===== src/hdl/atpc_pkg.sv =====
/*
 * atpc_pkg: shared constants of the axis touch-probe capture block:
 * register map, field positions, reset values, modes, fault codes, timing.
 * Assumes a 250 MHz system clock and a 32-bit APB register port.
 */
package atpc_pkg;

    // ------------------------------------------------------------
    // clock and scan timing
    // ------------------------------------------------------------
    localparam int CLK_PERIOD_NS  = 4;
    localparam int SCAN_PERIOD_NS = 1000;
    localparam int SCAN_CYCLES    = (SCAN_PERIOD_NS + CLK_PERIOD_NS - 1) / CLK_PERIOD_NS;

    // ------------------------------------------------------------
    // register byte offsets
    // ------------------------------------------------------------
    localparam logic [7:0] OFS_CTRL     = 8'h00;
    localparam logic [7:0] OFS_STATUS   = 8'h04;
    localparam logic [7:0] OFS_FAULT    = 8'h08;
    localparam logic [7:0] OFS_POS_LO   = 8'h0c;
    localparam logic [7:0] OFS_POS_HI   = 8'h10;
    localparam logic [7:0] OFS_IRQ_STAT = 8'h14;
    localparam logic [7:0] OFS_IRQ_MASK = 8'h18;

    // ------------------------------------------------------------
    // control field positions and reset values
    // ------------------------------------------------------------
    localparam int CTRL_EXEC_BIT = 0;
    localparam int CTRL_MODE_LSB = 4;
    localparam int CTRL_SEL_LSB  = 8;
    localparam int CTRL_AXIS_LSB = 16;
    localparam logic [31:0] CTRL_RESET     = 32'h0000_0000;
    localparam logic [3:0]  IRQ_MASK_RESET = 4'h0;

    // status bits: done, busy, active, aborted, error
    localparam int ST_DONE_BIT   = 0;
    localparam int ST_BUSY_BIT   = 1;
    localparam int ST_ACTIVE_BIT = 2;
    localparam int ST_ABORT_BIT  = 3;
    localparam int ST_ERROR_BIT  = 4;

    // interrupt status bits
    localparam int IRQ_DONE_BIT   = 0;
    localparam int IRQ_ABORT_BIT  = 1;
    localparam int IRQ_ERROR_BIT  = 2;
    localparam int IRQ_REJECT_BIT = 3;

    // ------------------------------------------------------------
    // capture modes and fault codes
    // ------------------------------------------------------------
    localparam logic [3:0] MODE_LOCAL_RISE = 4'h0;
    localparam logic [3:0] MODE_LOCAL_FALL = 4'h1;
    localparam logic [3:0] MODE_AUX_RISE   = 4'h5;
    localparam logic [3:0] MODE_AUX_FALL   = 4'h6;
    localparam logic [3:0] MODE_AUX_BOTH   = 4'h7;
    localparam logic [3:0] MODE_INDEX_RISE = 4'h8;

    localparam logic [15:0] FAULT_NONE = 16'h0000;
    localparam logic [15:0] FAULT_MODE = 16'h0001;
    localparam logic [15:0] FAULT_AXIS = 16'h0002;

    typedef enum {ATPC_IDLE, ATPC_BUSY, ATPC_ARMED, ATPC_HOLD} atpc_state_e;

endpackage : atpc_pkg


===== src/hdl/atpc_capture.sv =====
/*
 * atpc_capture: touch-probe position capture for one axis channel,
 * with APB registers, scan-period enable and a level interrupt.
 * Assumes synchronous pins, a 250 MHz clock and free-running
 * 32-bit pulse counters from the encoder port and the servo drive.
 */
// Local design decisions: the placing of the registers and the APB register port.
// Functional notes
// - start only on execute rise; sample inputs
// - mode 0 latches on local rising edge
// - mode 1 latches on local falling edge
// - select 0..15 picks I0..I7, I10..I17
// - mode 5 latches on aux input rise
// - mode 6 latches on aux input fall
// - mode 7 latches on either aux edge
// - mode 8 latches on index rising edge
// - no duplicate capture on one local input
// - one capture per axis in modes 5..8
// - done rises when position is recorded
// - busy holds while request is processed
// - active holds while waiting on the axis
// - aborted flag when capture is preempted
// - error flag with 16-bit fault code
// - 64-bit float position valid after done
module atpc_capture #(
    parameter int NUM_AXES    = 4,                      // axes served
    parameter int SCAN_CYCLES = atpc_pkg::SCAN_CYCLES   // scan period
) (
    input  wire logic        clk_sys_in,        // system clock
    input  wire logic        rst_b_in,          // sync reset, active low
    input  wire logic        psel,              // apb select
    input  wire logic        penable,           // apb enable
    input  wire logic        pwrite,            // apb write
    input  wire logic [7:0]  paddr,             // apb byte address
    input  wire logic [31:0] pwdata,            // apb write data
    output logic      [31:0] prdata,            // apb read data
    output logic             pready,            // apb ready
    output logic             pslverr,           // apb error
    input  wire logic [15:0] local_inputs_in,   // local inputs
    input  wire logic        drive_aux_input_13_in, // drive aux input
    input  wire logic        drive_index_in,    // drive encoder index
    input  wire logic [31:0] ext_count_in,      // encoder port count
    input  wire logic [31:0] servo_count_in,    // servo feedback count
    input  wire logic        abort_in,          // preempting command
    output logic             done_out,          // capture done
    output logic             busy_out,          // request in progress
    output logic             active_out,        // waiting on axis
    output logic             aborted_out,       // capture preempted
    output logic             error_out,         // fault present
    output logic             irq_out            // interrupt, level
);
    import atpc_pkg::*;

    // ------------------------------------------------------------
    // helpers
    // ------------------------------------------------------------
    // extend a wrapping 32-bit counter into a running 64-bit count
    function automatic logic [63:0] unwrap(input logic [63:0] acc,
                                           input logic [31:0] cur,
                                           input logic [31:0] prev);
        logic [31:0] d;
        d = cur - prev;
        return acc + {{32{d[31]}}, d};
    endfunction : unwrap

    // signed 64-bit integer to ieee double, truncating low bits
    function automatic logic [63:0] to_dbl(input logic [63:0] v);
        logic [63:0] mag;
        logic [10:0] ex;
        logic [63:0] sh;
        int          pos;
        mag = v[63] ? (~v + 64'h1) : v;
        pos = 0;
        for (int i = 0; i < 64; i++) begin
            if (mag[i]) begin
                pos = i;
            end
        end
        ex = 11'(1023 + pos);
        sh = mag << (63 - pos);
        if (mag == 64'h0) begin
            return 64'h0;
        end
        return {v[63], ex, sh[62:11]};
    endfunction : to_dbl

    atpc_state_e state;
    logic [31:0] ctrl;
    logic        exec_prev;
    logic        exec_rise;
    logic [3:0]  mode_q;
    logic [3:0]  sel_q;
    logic        hold_wait;
    logic        done_q;
    logic        aborted_q;
    logic        error_q;
    logic [15:0] fault_code;
    logic [63:0] latched_position;
    logic [63:0] ext_acc;
    logic [63:0] servo_acc;
    logic [31:0] ext_prev;
    logic [31:0] servo_prev;
    logic [63:0] next_pos;
    logic [3:0]  irq_stat;
    logic [3:0]  irq_mask;
    logic [3:0]  irq_set;
    logic [31:0] scan_cnt;
    logic        scan_tick;
    logic        trig;
    logic        wr_en;
    logic        setup;
    logic        mapped;
    logic        mode_ok;
    logic        axis_ok;
    logic        busy;

    // ------------------------------------------------------------
    // scan period enable
    // ------------------------------------------------------------
    // one-cycle tick every scan period; active and the delayed flag clear step on this grid
    always_ff @(posedge clk_sys_in) begin
        if (!rst_b_in) begin
            scan_cnt <= 32'h0;
        end else if (scan_cnt == 32'(SCAN_CYCLES - 1)) begin
            scan_cnt <= 32'h0;
        end else begin
            scan_cnt <= scan_cnt + 32'h1;
        end
    end
    assign scan_tick = (scan_cnt == 32'(SCAN_CYCLES - 1));

    // ------------------------------------------------------------
    // apb slave
    // ------------------------------------------------------------
    // zero wait states: read data is loaded in the setup cycle
    assign pready = 1'b1;
    assign setup  = psel & ~penable;
    assign wr_en  = psel & penable & pwrite & mapped;

    // address decode, unmapped answers with pslverr
    always_comb begin
        if (paddr == OFS_CTRL) begin
            mapped = 1'b1;
        end else if (paddr == OFS_STATUS || paddr == OFS_FAULT) begin
            mapped = 1'b1;
        end else if (paddr == OFS_POS_LO || paddr == OFS_POS_HI) begin
            mapped = 1'b1;
        end else if (paddr == OFS_IRQ_STAT || paddr == OFS_IRQ_MASK) begin
            mapped = 1'b1;
        end else begin
            mapped = 1'b0;
        end
    end
    assign pslverr = psel & penable & ~mapped;

    // read data register
    always_ff @(posedge clk_sys_in) begin
        if (!rst_b_in) begin
            prdata <= 32'h0;
        end else if (setup && !pwrite) begin
            if (paddr == OFS_CTRL) begin
                prdata <= ctrl;
            end else if (paddr == OFS_STATUS) begin
                prdata <= {27'h0, error_q, aborted_q, active_out, busy, done_q};
            end else if (paddr == OFS_FAULT) begin
                prdata <= {16'h0, fault_code};
            end else if (paddr == OFS_POS_LO) begin
                prdata <= latched_position[31:0];
            end else if (paddr == OFS_POS_HI) begin
                prdata <= latched_position[63:32];
            end else if (paddr == OFS_IRQ_STAT) begin
                prdata <= {28'h0, irq_stat};
            end else if (paddr == OFS_IRQ_MASK) begin
                prdata <= {28'h0, irq_mask};
            end else begin
                prdata <= 32'h0;
            end
        end
    end

    // control register; execute edge is taken from its bit
    always_ff @(posedge clk_sys_in) begin
        if (!rst_b_in) begin
            ctrl      <= CTRL_RESET;
            exec_prev <= 1'b0;
        end else begin
            exec_prev <= ctrl[CTRL_EXEC_BIT];
            if (wr_en && paddr == OFS_CTRL) begin
                ctrl <= pwdata;
            end
        end
    end
    assign exec_rise = ctrl[CTRL_EXEC_BIT] & ~exec_prev;

    // ------------------------------------------------------------
    // position sources
    // ------------------------------------------------------------
    // running counts keep climbing across the 32-bit wrap
    always_ff @(posedge clk_sys_in) begin
        if (!rst_b_in) begin
            ext_acc    <= 64'h0;
            servo_acc  <= 64'h0;
            ext_prev   <= 32'h0;
            servo_prev <= 32'h0;
        end else begin
            ext_prev   <= ext_count_in;
            servo_prev <= servo_count_in;
            ext_acc    <= unwrap(ext_acc, ext_count_in, ext_prev);
            servo_acc  <= unwrap(servo_acc, servo_count_in, servo_prev);
        end
    end

    // local modes count the encoder port, drive modes the servo
    always_comb begin
        if (mode_q == MODE_LOCAL_RISE || mode_q == MODE_LOCAL_FALL) begin
            next_pos = to_dbl(ext_acc);
        end else begin
            next_pos = to_dbl(servo_acc);
        end
    end

    // ------------------------------------------------------------
    // trigger detection
    // ------------------------------------------------------------
    atpc_trig u_trig (
        .clk_sys_in (clk_sys_in),
        .rst_b_in   (rst_b_in),
        .local_in   (local_inputs_in),
        .aux_in     (drive_aux_input_13_in),
        .index_in   (drive_index_in),
        .mode_in    (mode_q),
        .sel_in     (sel_q),
        .trig_out   (trig)
    );

    // ------------------------------------------------------------
    // capture sequence
    // ------------------------------------------------------------
    assign mode_ok = ctrl[CTRL_MODE_LSB +: 4] inside {MODE_LOCAL_RISE, MODE_LOCAL_FALL,
                     MODE_AUX_RISE, MODE_AUX_FALL, MODE_AUX_BOTH, MODE_INDEX_RISE};
    assign axis_ok = 32'(ctrl[CTRL_AXIS_LSB +: 4]) < NUM_AXES;
    assign busy    = (state == ATPC_BUSY) | (state == ATPC_ARMED);

    // one channel: a second start while busy is refused, which
    // covers both the same-input and the same-axis duplicate
    always_ff @(posedge clk_sys_in) begin
        if (!rst_b_in) begin
            state            <= ATPC_IDLE;
            mode_q           <= MODE_LOCAL_RISE;
            sel_q            <= 4'h0;
            done_q           <= 1'b0;
            aborted_q        <= 1'b0;
            error_q          <= 1'b0;
            hold_wait        <= 1'b0;
            fault_code       <= FAULT_NONE;
            latched_position <= 64'h0;
        end else begin
            case (state)
                ATPC_IDLE: begin
                    if (exec_rise) begin
                        mode_q <= ctrl[CTRL_MODE_LSB +: 4];
                        sel_q  <= ctrl[CTRL_SEL_LSB +: 4];
                        done_q <= 1'b0;
                        if (!mode_ok) begin
                            error_q    <= 1'b1;
                            fault_code <= FAULT_MODE;
                            hold_wait  <= 1'b0;
                            state      <= ATPC_HOLD;
                        end else if (!axis_ok) begin
                            error_q    <= 1'b1;
                            fault_code <= FAULT_AXIS;
                            hold_wait  <= 1'b0;
                            state      <= ATPC_HOLD;
                        end else begin
                            fault_code <= FAULT_NONE;
                            state      <= ATPC_BUSY;
                        end
                    end
                end
                ATPC_BUSY: begin
                    // active follows busy at the next scan tick
                    if (abort_in) begin
                        aborted_q <= 1'b1;
                        hold_wait <= ~ctrl[CTRL_EXEC_BIT];
                        state     <= ATPC_HOLD;
                    end else if (scan_tick) begin
                        state <= ATPC_ARMED;
                    end
                end
                ATPC_ARMED: begin
                    // a preempting command wins over a same-cycle edge
                    if (abort_in) begin
                        aborted_q <= 1'b1;
                        hold_wait <= ~ctrl[CTRL_EXEC_BIT];
                        state     <= ATPC_HOLD;
                    end else if (trig) begin
                        latched_position <= next_pos;
                        done_q           <= 1'b1;
                        hold_wait        <= ~ctrl[CTRL_EXEC_BIT];
                        state            <= ATPC_HOLD;
                    end
                end
                ATPC_HOLD: begin
                    // flags drop when execute falls, or at the next
                    // scan tick if it had already fallen
                    if (!ctrl[CTRL_EXEC_BIT] && (!hold_wait || scan_tick)) begin
                        done_q    <= 1'b0;
                        aborted_q <= 1'b0;
                        error_q   <= 1'b0;
                        state     <= ATPC_IDLE;
                    end
                end
                default: begin
                    state <= ATPC_IDLE;
                end
            endcase
        end
    end

    assign done_out    = done_q;
    assign busy_out    = busy;
    assign active_out  = (state == ATPC_ARMED);
    assign aborted_out = aborted_q;
    assign error_out   = error_q;

    // ------------------------------------------------------------
    // interrupts
    // ------------------------------------------------------------
    assign irq_set[IRQ_DONE_BIT]   = (state == ATPC_ARMED) & trig & ~abort_in;
    assign irq_set[IRQ_ABORT_BIT]  = busy & abort_in;
    assign irq_set[IRQ_ERROR_BIT]  = (state == ATPC_IDLE) & exec_rise & ~(mode_ok & axis_ok);
    assign irq_set[IRQ_REJECT_BIT] = busy & exec_rise;

    // sticky, write one to clear; a same-cycle set wins
    always_ff @(posedge clk_sys_in) begin
        if (!rst_b_in) begin
            irq_stat <= 4'h0;
            irq_mask <= IRQ_MASK_RESET;
        end else begin
            if (wr_en && paddr == OFS_IRQ_STAT) begin
                irq_stat <= (irq_stat & ~pwdata[3:0]) | irq_set;
            end else begin
                irq_stat <= irq_stat | irq_set;
            end
            if (wr_en && paddr == OFS_IRQ_MASK) begin
                irq_mask <= pwdata[3:0];
            end
        end
    end
    assign irq_out = |(irq_stat & irq_mask);
endmodule : atpc_capture


===== src/hdl/atpc_trig.sv =====
/*
 * atpc_trig: trigger edge detector of the touch-probe capture.
 * Assumes all inputs synchronous to clk_sys_in; gives a one-cycle
 * pulse on the edge that the mode selects.
 */
module atpc_trig (
    input  wire logic       clk_sys_in,     // system clock
    input  wire logic       rst_b_in,       // sync reset, active low
    input  wire logic [15:0] local_in,      // local inputs I0..I7, I10..I17
    input  wire logic       aux_in,         // drive aux input 13
    input  wire logic       index_in,       // drive encoder index
    input  wire logic [3:0] mode_in,        // captured mode
    input  wire logic [3:0] sel_in,         // local input select
    output logic            trig_out        // edge seen, one cycle
);
    import atpc_pkg::*;

    logic local_now;
    logic local_prev;
    logic aux_prev;
    logic index_prev;

    // ------------------------------------------------------------
    // input select and history
    // ------------------------------------------------------------
    // index 0..7 maps to I0..I7, 8..15 to I10..I17
    assign local_now = local_in[sel_in];

    // history runs always so the first armed edge is seen at once
    always_ff @(posedge clk_sys_in) begin
        if (!rst_b_in) begin
            local_prev <= 1'b0;
            aux_prev   <= 1'b0;
            index_prev <= 1'b0;
        end else begin
            local_prev <= local_now;
            aux_prev   <= aux_in;
            index_prev <= index_in;
        end
    end

    // ------------------------------------------------------------
    // edge per mode
    // ------------------------------------------------------------
    always_comb begin
        case (mode_in)
            MODE_LOCAL_RISE: trig_out = local_now & ~local_prev;
            MODE_LOCAL_FALL: trig_out = ~local_now & local_prev;
            MODE_AUX_RISE:   trig_out = aux_in & ~aux_prev;
            MODE_AUX_FALL:   trig_out = ~aux_in & aux_prev;
            MODE_AUX_BOTH:   trig_out = aux_in ^ aux_prev;
            MODE_INDEX_RISE: trig_out = index_in & ~index_prev;
            default:         trig_out = 1'b0;
        endcase
    end

endmodule : atpc_trig


===== config.mk =====
export PLATFORM = sky130hd
export DESIGN_NAME = atpc_capture
export DESIGN_NICKNAME = d
export VERILOG_FILES = /design/src/hdl/atpc_pkg.sv /design/src/hdl/atpc_capture.sv /design/src/hdl/atpc_trig.sv
export SDC_FILE = /design/constraint.sdc
export NUM_CORES = 2
export LEC_CHECK = 0
export BUFFER_PORTS_ARGS = -buffer_cell sky130_fd_sc_hd__buf_4
export CORE_ASPECT_RATIO = 0.6
export CORE_MARGIN = 4
export CORE_UTILIZATION = 30
export DETAILED_ROUTE_END_ITERATION = 7
export PLACE_DENSITY = 0.42
export RECOVER_POWER = 100
export SYNTH_ARGS = -nofsm -noshare
export SYNTH_HDL_FRONTEND = slang
export SYNTH_SLANG_ARGS = --single-unit
export TNS_END_PERCENT = 50

===== constraint.sdc =====
create_clock -name clk_sys_in -period 9.2 [get_ports clk_sys_in]
set_input_delay 0.92 -clock clk_sys_in [delete_from_list [all_inputs] [get_ports clk_sys_in]]
set_output_delay 0.92 -clock clk_sys_in [all_outputs]
set_load 0.005 [all_outputs]

**Word-level counts from Yosys, hierarchy flattened**

Cells that the tools add are included.

- Bits in registers: 424
- Bits of input ports: 128
- Output and inout bits: 40
- Logic and storage cells: 325

- Add/sub/neg operators: 11
- $lt $le $gt $ge: 2
- Equal/unequal tests: 31
- Shift-type cells: 2
- Multiplexer cells: 183
- Bitwise logic cells: 39
- Reduce and logical (&&, ||, !) cells: 35

Operator list:

| kind | number |
|---|---|
| 32-bit 2-to-1 mux | 137 |
| 64-bit 2-to-1 mux | 7 |
| 64-bit by 1-bit adder with 64-bit output (second input constant) | 2 |
| 64-bit adder | 2 |
| 64-bit zero test | 2 |
| 64-bit NOT | 2 |
| 32-bit one-hot mux with 4 select lines | 1 |
| 64-bit by 32-bit left shift with 63-bit output | 2 |
| 32-bit by 2-bit equality test with 1-bit output (second input constant) | 3 |
| 32-bit zero test | 2 |
| 32-bit subtractor | 2 |
| 7-bit by 32-bit subtractor with 32-bit output (first input constant) | 2 |
| 32-bit by 1-bit adder with 32-bit output (second input constant) | 1 |
| 32-bit by 1-bit equality test with 1-bit output (second input constant) | 1 |
| 32-bit by 3-bit equality test with 1-bit output (second input constant) | 1 |
| 32-bit by 8-bit equality test with 1-bit output (second input constant) | 1 |
| 1-bit 2-to-1 mux | 25 |
| 4-bit by 3-bit equality test with 1-bit output (second input constant) | 6 |
| 8-bit by 5-bit equality test with 1-bit output (second input constant) | 3 |
| 11-bit adder (first input constant) | 2 |
| 1-bit AND | 18 |
| 8-bit by 4-bit equality test with 1-bit output (second input constant) | 2 |
| 4-bit 2-to-1 mux | 3 |
| 1-bit NOT | 12 |
| 32 further kinds | 64 |

**Longest topological paths before layout**

- Depth after elaboration: 71
- Mapped depth: 37
- Mapped depth without buffers: 37

**Modules after synthesis**

A second synthesis with hierarchy kept.

- Cells, all modules: 5138
- Area, all modules: 38318.0 um^2

Modules (own cells, without submodules):

| module | instances | cells an instance | area each (um^2) | seq. area each (um^2) |
|---|---|---|---|---|
| atpc_capture | 1 | 5095 | 37938.9 | 7547.2 |
| atpc_trig | 1 | 43 | 379.1 | 60.1 |

**Worst setup path before layout**

OpenSTA, ideal clock, no wires.

- Kind: input to register
- From: input port servo_count_in[1]
- To: register servo_acc[63]
- Setup time: 128 ps
- Data arrival time: 8809 ps
- Required time: 9072 ps
- Setup slack: 264 ps
- Stages on the path: 32
- Path buffers: 0
- Cells stage by stage: ha_1 -> nor2b_1 -> o31a_1 -> or4_1 -> a41oi_1 -> a31oi_1 -> a41o_1 -> o41ai_1 -> o21ai_0 -> o41ai_1 -> o211ai_1 -> o311a_1 -> a211o_1 -> a21oi_1 -> xnor2_1 -> ha_1 -> a21o_1 -> a21o_1 -> a2111oi_0 -> nor3_1 -> a221o_1 -> nand3_1 -> o2111ai_1 -> o311ai_0 -> a31oi_1 -> o21ai_0 -> o311a_1 -> a211o_1 -> a21oi_1 -> xnor2_1 -> xnor2_1 -> nor2_1

- Cells in the longest elaborated chain, start to end: 2

Ends and longest elaborated chain:

| what | line | source |
|---|---|---|
| start, declared | atpc_capture.sv:43 | `input wire logic [31:0] servo_count_in,` |
| 32-bit subtractor | atpc_capture.sv:62 | `d = cur - prev;` |
| 64-bit adder | atpc_capture.sv:63 | `return acc + {{32{d[31]}}, d};` |
| end signal, assigned | atpc_capture.sv:209 | `servo_acc <= unwrap(servo_acc, servo_count_in, servo_prev);` |
| end, declared | atpc_capture.sv:100 | `logic [63:0] servo_acc;` |

Every way passes these cells.
A chain may end at the register's enable or synchronous reset.

**Worst setup path after layout**

- From: register ext_acc[0]
- To: register latched_position[33]

- Cells in the longest elaborated chain, start to end: 71
- Elaborated cells between the ends (all ways): 74
- Classes of those cells: add/sub: 2; shift: 1; mux: 69; bitwise: 1; reduce/logical: 1

Ends and longest elaborated chain:

| what | line | source |
|---|---|---|
| start, declared | atpc_capture.sv:99 | `logic [63:0] ext_acc;` |
| start signal, assigned | atpc_capture.sv:208 | `ext_acc <= unwrap(ext_acc, ext_count_in, ext_prev);` |
| 64-bit NOT | atpc_capture.sv:72 | `mag = v[63] ? (~v + 64'h1) : v;` |
| 64-bit by 1-bit adder with 64-bit output | atpc_capture.sv:72 |  |
| 64-bit 2-to-1 mux * | atpc_capture.sv:72 |  |
| 1-bit 2-to-1 mux | atpc_capture.sv:75 | `if (mag[i]) begin` |
| 32-bit 2-to-1 mux (62 in a row) | atpc_capture.sv:75 |  |
| 32-bit 2-to-1 mux | atpc_capture.sv:215 | `if (mode_q == MODE_LOCAL_RISE \|\| mode_q == MODE_LOCAL_FALL) begin` |
| 7-bit by 32-bit subtractor with 32-bit output | atpc_capture.sv:80 | `sh = mag << (63 - pos);` |
| 64-bit by 32-bit left shift with 63-bit output | atpc_capture.sv:80 |  |
| 64-bit 2-to-1 mux * | atpc_capture.sv:84 | `return {v[63], ex, sh[62:11]};` |
| 64-bit 2-to-1 mux * | atpc_capture.sv:215 |  |
| end signal, assigned | atpc_capture.sv:297 | `latched_position <= next_pos;` |
| end, declared | atpc_capture.sv:98 | `logic [63:0] latched_position;` |

Mark *: on every way between the ends. The rest lies on a longest branch, timed or not. The select of a mux whose other input is x is not followed.

==> impl_metrics.json <==
{
  "port_buffers": 166,
  "synth_xor_area_share_pct": 7.58,
  "syn-num-nets": 5448,
  "initial_core_util_pct": 30.2,
  "worst_pin_slew_ns": 3.86,
  "cp-end-kind": "flip-flop",
  "final_nets": 5477,
  "finalMaxSlewViolations": 401,
  "ys_async_sr_fraction_pct": 0,
  "maxCapViolCount": 8,
  "cp_top_family": "simple AND/OR/NAND/NOR gates",
  "route.detailed.drc": 1,
  "cp_slowest_stage_delay_ns": 0.98,
  "clock-sinks": 380,
  "synth_top_cells_by_area": "dfxtp_1 (20%), ha_1 (6.6%), mux2i_1 (6.2%)",
  "rsz0062_at_grt": "false",
  "worstPathArrival_ns": 9.25,
  "drt_iter0_drc": 3707,
  "yosysSeqAreaShare_pct": 19.8,
  "rows": 101,
  "r2r_setup_slack_ns": 0.46,
  "crit_chain": "inv_1 > ha_1 > nor3b_1 > nand4_1 > or3_1 > o21ai_0 > xnor2_1 > or3_1 > a2111o_1 > and3_1 > nor2_1 > mux2_1 > mux2i_1 > mux2_2 > o21ai_0 > nor2_1 > a2111oi_0 > buf_4 > o22ai_1",
  "clock_path_buffers": 3,
  "die_area_um2": 134000,
  "grt_pass1_wl_mm": 235,
  "hold_class": "reg -> reg",
  "ys_types": 109,
  "startpoint_type": "flip-flop",
  "netlist_instances": 5113,
  "max_slew_margin_pct": -158,
  "yosys_warnings": 0,
  "status": "complete, but fails checks",
  "die_w_um": 470,
  "firstDrtPassIters": 8,
  "antenna_left": 0,
  "synth_compound_area_share_pct": 27.7,
  "synth_area_leader_cell": "dfxtp_1",
  "cp_max_fo": 17,
  "clk_transition_reported_paths_ns": 0.06,
  "antenna_found_initial": 3,
  "synth-simple-area-share_pct": 23.6,
  "wl_mm": 154,
  "insertion_delay_ns": 0.66,
  "cts_buffers": 45,
  "finalWeightedCongestion": 0.971,
  "crit_type": "reg -> reg",
  "synth_edf_count": 0,
  "crit_required_ns": 9.71,
  "fin_crit_sh_pct": 95.0,
  "synthFlopType": "dfxtp_1",
  "worst_path_max_delay_cell": "nor3b_1",
  "finClkSkew_ns": 0.0555,
  "root_buffer": "clkbuf_16",
  "netlist_area_um2": 38300,
  "fmax_mhz": 114,
  "ys_seq_elements": 380,
  "avgRoutedWirePerCell_um": 22.4,
  "die_h_um": 285,
  "vias": 39647,
  "critPathBufInv": 2,
  "ios": 168,
  "drive_gt1_share_pct": 10.8,
  "cts_tree": "yes",
  "synth_top_family_by_area": "compound AO/OA/AOI/OAI gates",
  "synthAdderAreaFrac_pct": 6.83,
  "h-tree-depth": 2,
  "dpl.hpwl_mm": 120,
  "routed_via_density": 5.76,
  "area_growth_pct": 12.1,
  "violations": "design-rule violations, max-capacitance violations, max-slew violations",
  "grt_pass1_vias": 36733,
  "dp_cells": 6794,
  "fin_cells": 6879,
  "post-route-min-period_ns": 8.74,
  "syn-mean-instance-area_um2": 7.50,
  "grt_max_degree": 93,
  "track_usage_pct": 22.0,
  "synth_top_area_share_pct": 19.8,
  "coreArea_um2": 127000,
  "muxShareOfSynthArea_pct": 9.16,
  "grt_overflow_total": 0,
  "finalHoldViolations": 0,
  "finalSetupViolations": 0
}
per-layer routing:
layer  global-route usage, %  up-vias  routed length, µm  part of all wire (%)
li1                        -    19242                  -                     -
met5                       0        -                  0                     0
met4                    4.01        0               2890                   1.9
met1                    34.6    19040              80000                    52
met3                    3.63      147              10700                   6.9
met2                    30.8     1218              60800                    39
sequential cells by signal (all words and copies together) (netlist names), 32 cells and up:
register / cells
ext_prev: 32
ext_acc: 64
servo_acc: 64
ctrl: 32
latched_position: 64
servo_prev: 32
scan_cnt: 32
prdata: 32
worst paths after layout:
path | from | to | depth (start not counted)
setup / recovery | ext_acc[0]$_SDFF_PN0_ | latched_position[33]$_SDFFE_PN0P_ | 19
hold / removal | ctrl[12]$_SDFFE_PN0P_ | ctrl[12]$_SDFFE_PN0P_ | 2
setup reg to reg | ext_acc[0]$_SDFF_PN0_ | latched_position[33]$_SDFFE_PN0P_ | 19
hold reg to reg | ctrl[12]$_SDFFE_PN0P_ | ctrl[12]$_SDFFE_PN0P_ | 2
worst min-delay path: stages, from the launching register on:
cell and delay [ns]:
dfxtp_1 0.31, nand2_1 0.05, a21oi_1 0.05
cell usage after synthesis, types with 31 or more instances:
| master | n |
|---|---|
| nor2b_1 | 38 |
| ha_1 | 203 |
| xor2_1 | 164 |
| a31oi_1 | 67 |
| o41ai_1 | 31 |
| nor2_1 | 505 |
| o21ai_0 | 279 |
| a211oi_1 | 90 |
| buf_2 | 73 |
| o21bai_1 | 34 |
| and3_1 | 44 |
| inv_1 | 150 |
| nand2_1 | 423 |
| nor4_1 | 72 |
| o22ai_1 | 39 |
| o21a_1 | 38 |
| o31ai_1 | 46 |
| xnor2_1 | 168 |
| nand2b_1 | 56 |
| and2_1 | 112 |
| nand4_1 | 70 |
| o211ai_1 | 64 |
| or4_1 | 31 |
| mux2i_1 | 239 |
| dfxtp_1 | 380 |
| nand3_1 | 142 |
| nor3_1 | 174 |
| mux2_2 | 83 |
| clkbuf_1 | 213 |
| a21o_1 | 81 |
| a21oi_1 | 351 |
| or3_1 | 44 |
layout by cell type (no fill, tap or decap), drive strengths merged, types with 71 or more instances in the layout:
master	n
a21o	81
nand2	423
o21ai	291
nand4	71
clkbuf	123
ha	203
mux2	85
xor2	164
nor4	79
buf	250
a211oi	91
nor2	508
xnor2	168
inv	155
and2	112
a21oi	352
mux2i	239
dfxtp	380
nand3	142
nor3	176
per-stage QoR:
step           utilization [%]  worst slack, ns  hold slack, ns  TNS [ns]  cell area (µm²)
6_report                  33.9            0.464           0.461         0            43000
5_1_grt                   33.9           0.0578           0.458         0            43000
4_1_cts                   34.0            0.573           0.427         0            43100
3_5_place_dp              32.8          -0.0485           0.453   -0.0485            41500
3_3_place_gp              32.8           0.0431           0.445         0            41500
2_1_floorplan                -            0.264           0.431         0            38300
cell families (layout without fill, tap and decap cells):
logic type / after synthesis / count (layout)
AO/OA/AOI/OAI: 1545 / 1545
XOR/XNOR: 332 / 332
adder cells (fa/ha/maj): 207 / 207
buffers and inverters: 483 / 548
flip-flops: 380 / 380
multiplexers: 331 / 331
other: 1 / 3
AND/OR/NAND/NOR: 1834 / 1834
cell type report:
class / count / area [µm²]
clock buffers: 62 / 1270
well taps: 1699 / 2130
repair buffers: 311 / 2270
inverters: 154 / 579
flip-flops and latches: 380 / 7610
clock inverters: 21 / 312
fillers: 13583 / 83800
multi-input cells: 4250 / 28800
diodes: 2 / 5.00
what timing repair did:
| item | CTS | global route |
|---|---|---|
| resized for setup | 0 | 2 |
| endpoints found under the setup margin | 0 | 2 |
| buffers inserted | 0 | 0 |
| hold buffers | 0 | 0 |
Power is left out: the tool's default activity adds up to more than one toggle a clock period on the data nets, which glitch-free logic cannot reach.
